[src/rtl/sci_flags_consts.svh]
// Offsets, field positions, reset values and notes for the serial flag block
// Notes on behaviour
// - Nine-bit mode: ninth received bit stored with data
// - Eight-bit mode: ninth rx bit copies bit 7
// - Ninth tx bit loads as shifter bit 8
// - Receiver full routes to DMA or CPU
// - Transmitter empty routes to DMA or CPU
// - Receive DMA mutes receiver CPU interrupts
// - Error flags raise error interrupt when enabled
// - Handing character to shifter sets empty flag
// - Armed data write or DMA write clears empty
// - First transmitter enable sets empty flag
// - Complete flag set when empty and quiet
// - Complete flag cleared when anything is queued
// - DMA data write clears complete flag
// - Receiver full set on transfer, cleared by read
// - Idle flag set on idle line, routed
// - Idle rearmed only by a full character
// - Overrun discards new data, keeps holding register
// - Overrun cleared only when read status saw it
// - Noise flag set on noise, read-sequence clear
// - Framing flag set on zero stop bit
// - Parity flag set on parity mismatch
`ifndef SCI_FLAGS_CONSTS_SVH
`define SCI_FLAGS_CONSTS_SVH
// Byte offsets on the register bus
`define OFS_DATA 4'h0
`define OFS_CTRL2 4'h4
`define OFS_CTRL3 4'h8
`define OFS_STAT1 4'hC
// Status one bit positions
`define ST_TX_EMPTY 7
`define ST_TX_DONE 6
`define ST_RX_FULL 5
`define ST_IDLE 4
`define ST_OVERRUN 3
`define ST_NOISE 2
`define ST_FRAMING 1
`define ST_PARITY 0
// Control two bit positions
`define C2_TX_EMPTY_IE 7
`define C2_TX_DONE_IE 6
`define C2_RX_FULL_IE 5
`define C2_IDLE_IE 4
`define C2_TX_ENABLE 3
// Control three bit positions (3..0 are the error enables, same order as status)
`define C3_NINTH_RX 7
`define C3_NINTH_TX 6
`define C3_RX_DMA 5
`define C3_TX_DMA 4
// Reset values
`define RST_STAT1 8'hC0
`define RST_CTRL2 5'h00
`define RST_CTRL3 6'h00
`endif

[src/rtl/sci_flags_pkg.sv]
// Types shared by the serial flag block and its neighbours
package sci_flags_pkg;
  // One completed character from the receive shifter
  typedef struct packed {
    logic load;
    logic [8:0] data;
    logic noise;
    logic framing;
    logic parity;
  } rx_event_t;
  // Service requests towards the CPU and the DMA controller
  typedef struct packed {
    logic rx_dma;
    logic tx_dma;
    logic rx_irq;
    logic tx_irq;
    logic err_irq;
  } svc_req_t;
  // Bus access phase
  typedef enum logic [1:0] {BUS_IDLE, BUS_ANSWER} bus_state_t;
endpackage

[src/rtl/sci_flags_and_request_routing.sv]
// Status flags, ninth bits and request routing of the serial interface
`timescale 1ns/100ps
`default_nettype none
`include "sci_flags_consts.svh"
module sci_flags_and_request_routing (
  // Clock and reset
  input wire logic clk_sys_i,
  input wire logic nrst_i,
  // Avalon-MM slave
  input wire logic [3:0] avs_address_i,
  input wire logic avs_read_i,
  input wire logic avs_write_i,
  input wire logic [3:0] avs_byteenable_i,
  input wire logic [31:0] avs_writedata_i,
  output logic [31:0] avs_readdata_o,
  output logic avs_waitrequest_o,
  // DMA data register port
  input wire logic dma_rd_i,
  input wire logic dma_wr_i,
  input wire logic [7:0] dma_wdata_i,
  output logic [7:0] dma_rdata_o,
  // Receiver side
  input wire sci_flags_pkg::rx_event_t rx_ev_i,
  input wire logic rx_idle_i,
  input wire logic rx_enable_i,
  input wire logic nine_bit_mode_i,
  // Transmitter side
  input wire logic tx_shift_ready_i,
  input wire logic tx_busy_i,
  input wire logic tx_queued_i,
  output logic tx_load_o,
  output logic [8:0] tx_shift_data_o,
  // Service requests
  output sci_flags_pkg::svc_req_t req_o
);

  ////////////////////////////////////////////////////////////////////////////
  // Bus slave

  sci_flags_pkg::bus_state_t bus_ff; // Access phase
  sci_flags_pkg::bus_state_t nxt_bus;
  logic [31:0] rdata_ff; // Registered read data
  logic [31:0] nxt_rdata;
  wire req = avs_read_i | avs_write_i;
  // An access is taken at the edge where waitrequest is low
  wire take = (bus_ff == sci_flags_pkg::BUS_ANSWER) & req;
  // Unaligned addresses select nothing: reads give zero, writes are lost
  wire aligned = (avs_address_i[1:0] == 2'h0);
  wire sel_data = aligned & (avs_address_i == `OFS_DATA);
  wire sel_c2 = aligned & (avs_address_i == `OFS_CTRL2);
  wire sel_c3 = aligned & (avs_address_i == `OFS_CTRL3);
  wire sel_s1 = aligned & (avs_address_i == `OFS_STAT1);
  wire wr_lane = take & avs_write_i & avs_byteenable_i[0];
  wire rd_take = take & avs_read_i;
  wire cpu_dwr = wr_lane & sel_data; // CPU data write
  wire cpu_drd = rd_take & sel_data; // CPU data read
  wire cpu_s1rd = rd_take & sel_s1; // CPU status one read

  // One wait cycle: the answer is always exactly one cycle after the request
  always_comb begin
    case (bus_ff)
      sci_flags_pkg::BUS_IDLE: nxt_bus = req ? sci_flags_pkg::BUS_ANSWER : sci_flags_pkg::BUS_IDLE;
      sci_flags_pkg::BUS_ANSWER: nxt_bus = sci_flags_pkg::BUS_IDLE;
      default: nxt_bus = sci_flags_pkg::BUS_IDLE;
    endcase
  end

  // Phase register and the waitrequest flop
  always_ff @(posedge clk_sys_i or negedge nrst_i) begin
    if (!nrst_i) begin
      bus_ff <= sci_flags_pkg::BUS_IDLE;
      avs_waitrequest_o <= 1'b1;
    end else begin
      bus_ff <= nxt_bus;
      avs_waitrequest_o <= (nxt_bus != sci_flags_pkg::BUS_ANSWER);
    end
  end

  ////////////////////////////////////////////////////////////////////////////
  // Control registers

  logic [4:0] ctrl2_ff; // Enables and transmitter enable
  logic [5:0] ctrl3_ff; // DMA enables and error enables
  logic ninth_tx_bit_ff; // Kept through reset
  logic te_seen_ff; // Transmitter has been enabled once
  // Field views of the control registers
  wire tx_empty_irq_en = ctrl2_ff[4];
  wire tx_complete_irq_en = ctrl2_ff[3];
  wire rx_full_irq_en = ctrl2_ff[2];
  wire idle_irq_en = ctrl2_ff[1];
  wire tx_enable_bit = ctrl2_ff[0];
  wire rx_dma_req_en = ctrl3_ff[5];
  wire tx_dma_req_en = ctrl3_ff[4];
  wire [3:0] err_irq_en = ctrl3_ff[3:0];
  wire cpu_c2_wr = wr_lane & sel_c2;
  wire cpu_c2_wr_te = cpu_c2_wr & avs_writedata_i[`C2_TX_ENABLE];
  // Only the very first enable counts; later toggles leave the empty flag alone
  wire te_first = cpu_c2_wr_te & ~te_seen_ff;

  // Control writes; overrun enable takes zero at reset as a safe choice
  always_ff @(posedge clk_sys_i or negedge nrst_i) begin
    if (!nrst_i) begin
      ctrl2_ff <= `RST_CTRL2;
      ctrl3_ff <= `RST_CTRL3;
      te_seen_ff <= 1'b0;
    end else begin
      if (cpu_c2_wr) begin
        ctrl2_ff <= avs_writedata_i[`C2_TX_EMPTY_IE:`C2_TX_ENABLE];
      end
      if (wr_lane & sel_c3) begin
        ctrl3_ff <= avs_writedata_i[`C3_RX_DMA:0];
      end
      if (cpu_c2_wr_te) begin
        te_seen_ff <= 1'b1;
      end
    end
  end

  // Ninth transmit bit has no reset on purpose
  always_ff @(posedge clk_sys_i) begin
    if (wr_lane & sel_c3) begin
      ninth_tx_bit_ff <= avs_writedata_i[`C3_NINTH_TX];
    end
  end

  ////////////////////////////////////////////////////////////////////////////
  // Transmit holding register

  logic [7:0] tx_hold_ff; // Character waiting for the shifter
  logic tx_full_ff; // Holding register occupied
  wire any_dwr = cpu_dwr | dma_wr_i;
  // DMA wins when both write the data register in one cycle
  wire [7:0] wr_byte = dma_wr_i ? dma_wdata_i : avs_writedata_i[7:0];
  // Hand over only while the transmitter is enabled and the shifter is free;
  // the ready level lags the load strobe by a cycle, so no second hand-over then
  wire hand_over = tx_full_ff & tx_shift_ready_i & tx_enable_bit & ~tx_load_o;

  // Holding register data is not reset
  always_ff @(posedge clk_sys_i) begin
    if (any_dwr) begin
      tx_hold_ff <= wr_byte;
    end
    if (hand_over) begin
      tx_shift_data_o <= {ninth_tx_bit_ff, tx_hold_ff};
    end
  end

  // Occupancy and the one-cycle load strobe
  always_ff @(posedge clk_sys_i or negedge nrst_i) begin
    if (!nrst_i) begin
      tx_full_ff <= 1'b0;
      tx_load_o <= 1'b0;
    end else begin
      tx_full_ff <= any_dwr | (tx_full_ff & ~hand_over);
      tx_load_o <= hand_over;
    end
  end

  ////////////////////////////////////////////////////////////////////////////
  // Receive holding register

  logic [7:0] rx_hold_ff; // Received character
  logic ninth_rx_bit_ff; // Kept through reset
  logic rx_en_d_ff; // Receiver enable one cycle ago
  logic idle_allow_ff; // Idle may set once more
  logic [7:0] stat_ff; // Status one flags
  logic [7:0] arm_ff; // Flags seen set by the last status read
  // A character is taken only while the holding register is empty
  wire rx_take = rx_ev_i.load & ~stat_ff[`ST_RX_FULL];
  wire rx_over = rx_ev_i.load & stat_ff[`ST_RX_FULL];

  // Data and ninth bit move together, unaffected by reset
  always_ff @(posedge clk_sys_i) begin
    if (rx_take) begin
      rx_hold_ff <= rx_ev_i.data[7:0];
      ninth_rx_bit_ff <= nine_bit_mode_i ? rx_ev_i.data[8] : rx_ev_i.data[7];
    end
  end

  ////////////////////////////////////////////////////////////////////////////
  // Status flags

  logic [7:0] set_v; // Set terms per flag
  logic [7:0] clr_v; // Clear terms per flag
  logic [7:0] nxt_stat;
  // Receiver enable edge restarts the wait for a character
  wire rx_rise = rx_enable_i & ~rx_en_d_ff;
  wire idle_set = rx_idle_i & idle_allow_ff;

  // Set and clear terms; set wins over clear for every sticky flag
  always_comb begin
    set_v = 8'h00;
    clr_v = 8'h00;
    set_v[`ST_TX_EMPTY] = hand_over | te_first;
    clr_v[`ST_TX_EMPTY] = (cpu_dwr & arm_ff[`ST_TX_EMPTY]) | dma_wr_i;
    set_v[`ST_RX_FULL] = rx_take;
    clr_v[`ST_RX_FULL] = (cpu_drd & arm_ff[`ST_RX_FULL]) | dma_rd_i;
    set_v[`ST_IDLE] = idle_set;
    set_v[`ST_OVERRUN] = rx_over;
    set_v[`ST_NOISE] = rx_take & rx_ev_i.noise;
    set_v[`ST_FRAMING] = rx_take & rx_ev_i.framing;
    set_v[`ST_PARITY] = rx_take & rx_ev_i.parity;
    // Idle and error flags clear on a CPU data read only when armed
    clr_v[`ST_IDLE:`ST_PARITY] = {5{cpu_drd}} & arm_ff[`ST_IDLE:`ST_PARITY];
    nxt_stat = set_v | (stat_ff & ~clr_v);
    // Complete flag is a level: queueing wins over the quiet condition
    if (tx_queued_i | any_dwr) begin
      nxt_stat[`ST_TX_DONE] = 1'b0;
    end else if (nxt_stat[`ST_TX_EMPTY] & ~tx_busy_i & ~tx_full_ff) begin
      nxt_stat[`ST_TX_DONE] = 1'b1;
    end else begin
      nxt_stat[`ST_TX_DONE] = stat_ff[`ST_TX_DONE];
    end
  end

  // Flag, arm and idle bookkeeping registers
  always_ff @(posedge clk_sys_i or negedge nrst_i) begin
    if (!nrst_i) begin
      stat_ff <= `RST_STAT1;
      arm_ff <= 8'h00;
      rx_en_d_ff <= 1'b0;
      idle_allow_ff <= 1'b0;
    end else begin
      stat_ff <= nxt_stat;
      rx_en_d_ff <= rx_enable_i;
      // Each status read replaces the arms; a used arm is dropped
      if (cpu_s1rd) begin
        // Arm only flags that the returned word showed and that still stand
        arm_ff <= rdata_ff[7:0] & stat_ff;
      end else begin
        arm_ff <= arm_ff & ~clr_v;
      end
      // Idle waits for a full character after enable, set or clear
      if (rx_take) begin
        idle_allow_ff <= 1'b1;
      end else if (rx_rise | idle_set | clr_v[`ST_IDLE]) begin
        idle_allow_ff <= 1'b0;
      end
    end
  end

  ////////////////////////////////////////////////////////////////////////////
  // Read data and request routing

  wire [7:0] ctrl2_rd = {ctrl2_ff, 3'h0};
  wire [7:0] ctrl3_rd = {ninth_rx_bit_ff, ninth_tx_bit_ff, ctrl3_ff};
  wire [7:0] rd_sel = sel_data ? rx_hold_ff : sel_c2 ? ctrl2_rd : sel_c3 ? ctrl3_rd : sel_s1 ? stat_ff : 8'h00;
  // Requests follow the flags; the output flop adds one cycle
  wire rx_dma_n = stat_ff[`ST_RX_FULL] & rx_full_irq_en & rx_dma_req_en;
  wire tx_dma_n = stat_ff[`ST_TX_EMPTY] & tx_empty_irq_en & tx_dma_req_en;
  wire rx_irq_n = ~rx_dma_req_en & ((stat_ff[`ST_RX_FULL] & rx_full_irq_en) |
    (stat_ff[`ST_IDLE] & idle_irq_en));
  wire tx_irq_n = (stat_ff[`ST_TX_EMPTY] & tx_empty_irq_en & ~tx_dma_req_en) |
    (stat_ff[`ST_TX_DONE] & tx_complete_irq_en);
  // Error requests stay on under receive DMA
  wire err_irq_n = |(stat_ff[`ST_OVERRUN:`ST_PARITY] & err_irq_en);

  always_comb begin
    nxt_rdata = {24'h000000, rd_sel};
  end

  // Registered outputs
  always_ff @(posedge clk_sys_i or negedge nrst_i) begin
    if (!nrst_i) begin
      rdata_ff <= 32'h00000000;
      req_o <= '0;
      dma_rdata_o <= 8'h00;
    end else begin
      if (nxt_bus == sci_flags_pkg::BUS_ANSWER) begin
        rdata_ff <= nxt_rdata;
      end
      req_o <= '{rx_dma: rx_dma_n, tx_dma: tx_dma_n, rx_irq: rx_irq_n, tx_irq: tx_irq_n, err_irq: err_irq_n};
      dma_rdata_o <= rx_hold_ff;
    end
  end

  assign avs_readdata_o = rdata_ff;
endmodule
`default_nettype wire

[config.mk]
export PLATFORM = sky130hd
export DESIGN_NAME = sci_flags_and_request_routing
export DESIGN_NICKNAME = d
export VERILOG_FILES = /design/src/rtl/sci_flags_pkg.sv /design/src/rtl/sci_flags_and_request_routing.sv
export VERILOG_INCLUDE_DIRS = /design/src /design/src/rtl
export SDC_FILE = /design/constraint.sdc
export NUM_CORES = 1
export LEC_CHECK = 0
export BUFFER_PORTS_ARGS = -buffer_cell sky130_fd_sc_hd__buf_2
export CAP_MARGIN = 5
export CORE_UTILIZATION = 45
export DETAILED_ROUTE_END_ITERATION = 16
export PLACE_DENSITY = 0.75
export SYNTH_ARGS = -nofsm -noshare
export SYNTH_HDL_FRONTEND = slang
export SYNTH_SLANG_ARGS = --single-unit
[constraint.sdc]
create_clock -name clk_sys_i -period 3.45 [get_ports clk_sys_i]
set_input_delay 0.69 -clock clk_sys_i [delete_from_list [all_inputs] [get_ports clk_sys_i]]
set_output_delay 0.69 -clock clk_sys_i [all_outputs]
set_load 0.005 [all_outputs]
Word level (Yosys, flattened, before mapping)
Index checks and enable logic that the tools add are counted.

Bits in registers: 82.

Equality and inequality tests: 6. Mux-type cells: 13. Bitwise operators: 65. Reductions and logical operators: 6.

Operator list (count): 8-bit 2-to-1 mux (6); 1-bit bitwise AND (38); 8-bit bitwise AND (3); 1-bit OR (11); 1-bit NOT (9); 4-bit equality test, second input constant (2); 8-bit NOT (1); 8-bit OR (1); 1-bit 2-to-1 mux (7); 5-bit bitwise AND (1); 4-bit bitwise AND (1); 4-bit by 3-bit equality test with 1-bit output, second input constant (1); 2-bit zero test (2); 4-bit zero test (1); 2-bit nonzero test (2); 4-bit OR reduction (1); 1-bit equality test, second input constant (2); 1-bit != test, second input constant (1).

Depth between registers and ports, before layout
Depth after elaboration: 14. Mapped depth: 5.

Least setup slack after synthesis
Ideal clock, no wire load.

Kind: input-to-reg. Start point: input port avs_address_i[2]. End point: register tx_hold_ff[0] (enable). Setup time: 324 ps. Arrival: 1612 ps. Setup slack: 1513 ps. Stages on the path: 4. Path buffers: 1. Cell sequence: buf_6 > nor4_4 > a21oi_1 > inv_1.

Cells in the longest elaborated chain, start to end: 4.

RTL lines: from (decl) (RTL line sci_flags_and_request_routing.sv:10) `input wire logic [3:0] avs_address_i,`; 4-bit zero test (no line); 1-bit bitwise AND (RTL line sci_flags_and_request_routing.sv:49) `` wire sel_data = aligned & (avs_address_i == `OFS_DATA); ``; 1-bit bitwise AND (RTL line sci_flags_and_request_routing.sv:55) `wire cpu_dwr = wr_lane & sel_data;`; 1-bit OR (RTL line sci_flags_and_request_routing.sv:131) `wire any_dwr = cpu_dwr | dma_wr_i;`; named net any_dwr (RTL line sci_flags_and_request_routing.sv:131); to (signal assigned) (RTL line sci_flags_and_request_routing.sv:141) `tx_hold_ff <= wr_byte;`; to (decl) (RTL line sci_flags_and_request_routing.sv:129) `logic [7:0] tx_hold_ff;`.

The timed path passes the listed nets, and every way through them passes these cells. A chain may end at the register's enable or synchronous reset.

Worst setup path after layout
Start point: input port avs_address_i[2]. End point: register ctrl2_ff[2].

Cells in the longest elaborated chain, start to end: 3.

RTL lines: 4-bit by 3-bit equality test with 1-bit output (no line); 1-bit bitwise AND (RTL line sci_flags_and_request_routing.sv:50) `` wire sel_c2 = aligned & (avs_address_i == `OFS_CTRL2); ``; 1-bit bitwise AND (RTL line sci_flags_and_request_routing.sv:95) `wire cpu_c2_wr = wr_lane & sel_c2;`; to (signal assigned) (RTL line sci_flags_and_request_routing.sv:103) `` ctrl2_ff <= `RST_CTRL2; ``; to (signal assigned) (RTL line sci_flags_and_request_routing.sv:108) `` ctrl2_ff <= avs_writedata_i[`C2_TX_EMPTY_IE:`C2_TX_ENABLE]; ``; to (decl) (RTL line sci_flags_and_request_routing.sv:82) `logic [4:0] ctrl2_ff;`.

No other way between the ends.

==> results.json <==
{
  "rrSetupSlack_ps": 1630,
  "grt_pass1_vias": 1942,
  "start_util_pct": 46.18,
  "power_density_nw_per_um2": 505.8,
  "cp-end-kind": "register",
  "vias": 2077,
  "fp.dieH_microns": 88.05,
  "cts_root_buf": "clkbuf_8",
  "holdWs_ps": 379.1,
  "crit_type": "input port to register",
  "drv_cap": 0,
  "fmax_mhz": 526.1,
  "drt-pass1-iter-count": 4,
  "ios": 129,
  "finalClockSkew_ps": 9.552,
  "cts_tree": "done",
  "clock_path_buffers": 2,
  "insertion_delay_ps": 340,
  "cellLeakagePower_uw": 0.001848,
  "worstPathArrival_ps": 2120,
  "via_per_inst": 5.078,
  "antenna_cells": 0,
  "path_max_fanout": 15,
  "outcome": "finished, final reports clean",
  "cts_hold_buf": 0,
  "antenna_found_initial": 0,
  "rsz0062_at_grt": "no",
  "report.final.slew_viol_count": 0,
  "drcViolationCount": 0,
  "ctsResizeCount": 0,
  "fin_nets": 378,
  "synth_top_family_by_area": "multiplexers",
  "synthAdderAreaFrac_pct": 0,
  "cts_buffers": 9,
  "grt_use_total_pct": 18.50,
  "fin_util_pct": 54.35,
  "grt_max_degree": 38,
  "finalWirelength_mm": 6.805,
  "yosys_warnings": 0,
  "hpwlAfterDp_mm": 4.830,
  "synth_cells": 223,
  "fin_setup_tns_ps": 0,
  "die_w_microns": 88.05,
  "ys_ff_latch": 81,
  "min_period_ps": 1901,
  "drtIter0Drc": 153,
  "ir_drop_mv": 0.2833,
  "synth-simple-area-share_pct": 6.083,
  "grt-ovfl-total": 0,
  "gp_congestion": 0.8469,
  "clock-sinks": 81,
  "port_buffers": 77,
  "muxShareOfSynthArea_pct": 10.93,
  "core-area_sq_um": 7214,
  "std_cell_rows": 31,
  "holdCritPathClass": "register to register",
  "area_growth_pct": 17.69,
  "htree_num_levels": 3,
  "ys_types": 42,
  "seq_area_frac_synth_pct": 65.00,
  "postCtsSetupBuffers": 0,
  "drive_gt1_share_pct": 40.65,
  "hold_path_depth": 0,
  "startpoint_type": "input port",
  "worst_slew_pin_slew_ps": 1018,
  "dieArea_sq_um": 7753,
  "grt_pass1_wl_mm": 10.29,
  "synth_compound_gate_area_share_pct": 9.951,
  "ant_nets": 0,
  "relSlewSlack_pct": 31.58,
  "avgSynthCellArea_sq_um": 14.94,
  "syn_area_sq_um": 3332,
  "hold_viol_final": 0,
  "avgRoutedWirePerCell_microns": 16.64,
  "required_ps": 3670,
  "synth_xor_area_share_pct": 0,
  "finalCritPeriodShare_pct": 55.10,
  "setup_viol": 0,
  "clk_pin_slew_ps": 70,
  "worst-r2r-cell-count": 4
}
## layer usage
| metal | wire length, microns | up-vias | track usage, % | share of wire (%) |
|---|---|---|---|---|
| met5 | 0 | - | 0 | 0 |
| met4 | 80 | 0 | 6.012 | 1.2 |
| met3 | 405 | 9 | 5.467 | 6.0 |
| met2 | 3254 | 89 | 27.70 | 48 |
| met1 | 3065 | 1031 | 26.08 | 45 |
| li1 | - | 948 | - | - |
## registers in the layout, summed over array words and instances, names as in the netlist, 5 cells and up
register / count
tx_shift_data_o: 9
dma_rdata_o: 8
ctrl2_ff: 5
ctrl3_ff: 6
rx_hold_ff: 8
avs_readdata_o: 8
arm_ff: 7
req_o: 5
stat_ff: 8
tx_hold_ff: 8
## cell usage after synthesis, drive strengths merged
library cell	count	area, sq um
a2111oi	1	8.760
dfstp	3	78.83
nor2	1	3.750
o21ai	8	40.03
a21boi	1	7.510
nand2b	1	6.260
and4bb	1	12.51
a22o	13	113.9
nor3	1	5.000
o21bai	1	7.510
a311oi	1	8.760
and3	3	18.77
a41o	2	20.02
edfxtp	27	810.8
o21ba	1	10.01
a31o	1	8.760
clkbuf	6	22.52
mux4	5	120.1
and4b	1	10.01
or2	1	6.260
inv	9	33.78
nor4b	2	23.77
nand2	6	25.03
nand3	9	45.04
and2	2	12.51
mux2i	3	30.03
a32o	7	70.07
a22oi	3	22.52
conb	1	3.750
dfrtp	51	1276
nor4	1	21.27
mux2	19	214.0
a21oi	1	5.000
buf	27	207.7
o31a	1	8.760
nor2b	2	12.51
## path summary, 6_finish.rpt
path,start,endpoint
setup reg to reg,bus_ff[0],avs_readdata_o[1]
setup / recovery,avs_address_i[2],ctrl2_ff[2]
max in group asynchronous,nrst_i,dma_rdata_o[5]
hold reg to reg,rx_hold_ff[7],dma_rdata_o[7]
min in group asynchronous,nrst_i,avs_readdata_o[1]
hold / removal,rx_hold_ff[7],dma_rdata_o[7]
## critical path, cell delays in order
cell	delay, ps
buf_2	330
nor4b_1	460
nand2_1	290
mux2_2	340
## power by group
part | total (uW) | switching [uW] | internal, uW | leakage (uW)
registers | 1120 | 46.1 | 1070 | 0.000923
clock network | 659 | 315 | 343 | 0.000102
logic | 206 | 105 | 100 | 0.000823
total | 1980 | 467 | 1520 | 0.00185
## layout by cell type (no fill, tap or decap), types with 2 or more instances in the layout
cell | synthesis | layout
clkbuf_1 | 6 | 2
buf_4 | 24 | 4
o21ai_0 | 7 | 7
dfstp_2 | 3 | 3
nor2b_1 | 2 | 2
clkbuf_8 | 0 | 11
nand3_1 | 9 | 9
a32o_1 | 7 | 7
a22oi_1 | 3 | 3
mux2_2 | 19 | 19
and2_1 | 2 | 2
buf_2 | 1 | 77
nand2_1 | 5 | 5
conb_1 | 1 | 24
mux2i_1 | 3 | 3
a41o_1 | 2 | 2
dfrtp_1 | 51 | 51
inv_1 | 9 | 9
a22o_1 | 13 | 13
edfxtp_1 | 27 | 27
mux4_1 | 2 | 2
mux4_2 | 3 | 3
and3_1 | 3 | 3
clkinv_2 | 0 | 2
## cell type report
cell class                 count  area, sq um
timing repair buffer          81        415.4
multi-input combinational    123        988.4
inverter                       9        33.78
tap                           99        123.9
sequential                    81         2166
clock inverter                 2        10.01
clock buffer                  14        183.9
fill                         620         3293
## cell families (layout without fill, tap and decap cells)
group           count (synthesis)  after routing
compound gates                 41             41
simple gates                   31             31
other cells                     1             24
mux                            27             27
flops                          81             81
buf+inv                        42            106
## stage by stage
stage / setup WS, ps / total power, uW / instances / instance area [sq um]
6_report: 1549 / 1983 / 409 / 3921
5_1_grt: 1454 / 2070 / 409 / 3921
4_1_cts: 1542 / 2004 / 409 / 3921
3_5_place_dp: 1216 / 1345 / 393 / 3727
3_3_place_gp: 1265 / 1334 / 393 / 3727
2_1_floorplan: 1513 / 1253 / 246 / 3418
Note: power is estimated with default switching activity, not from simulation.
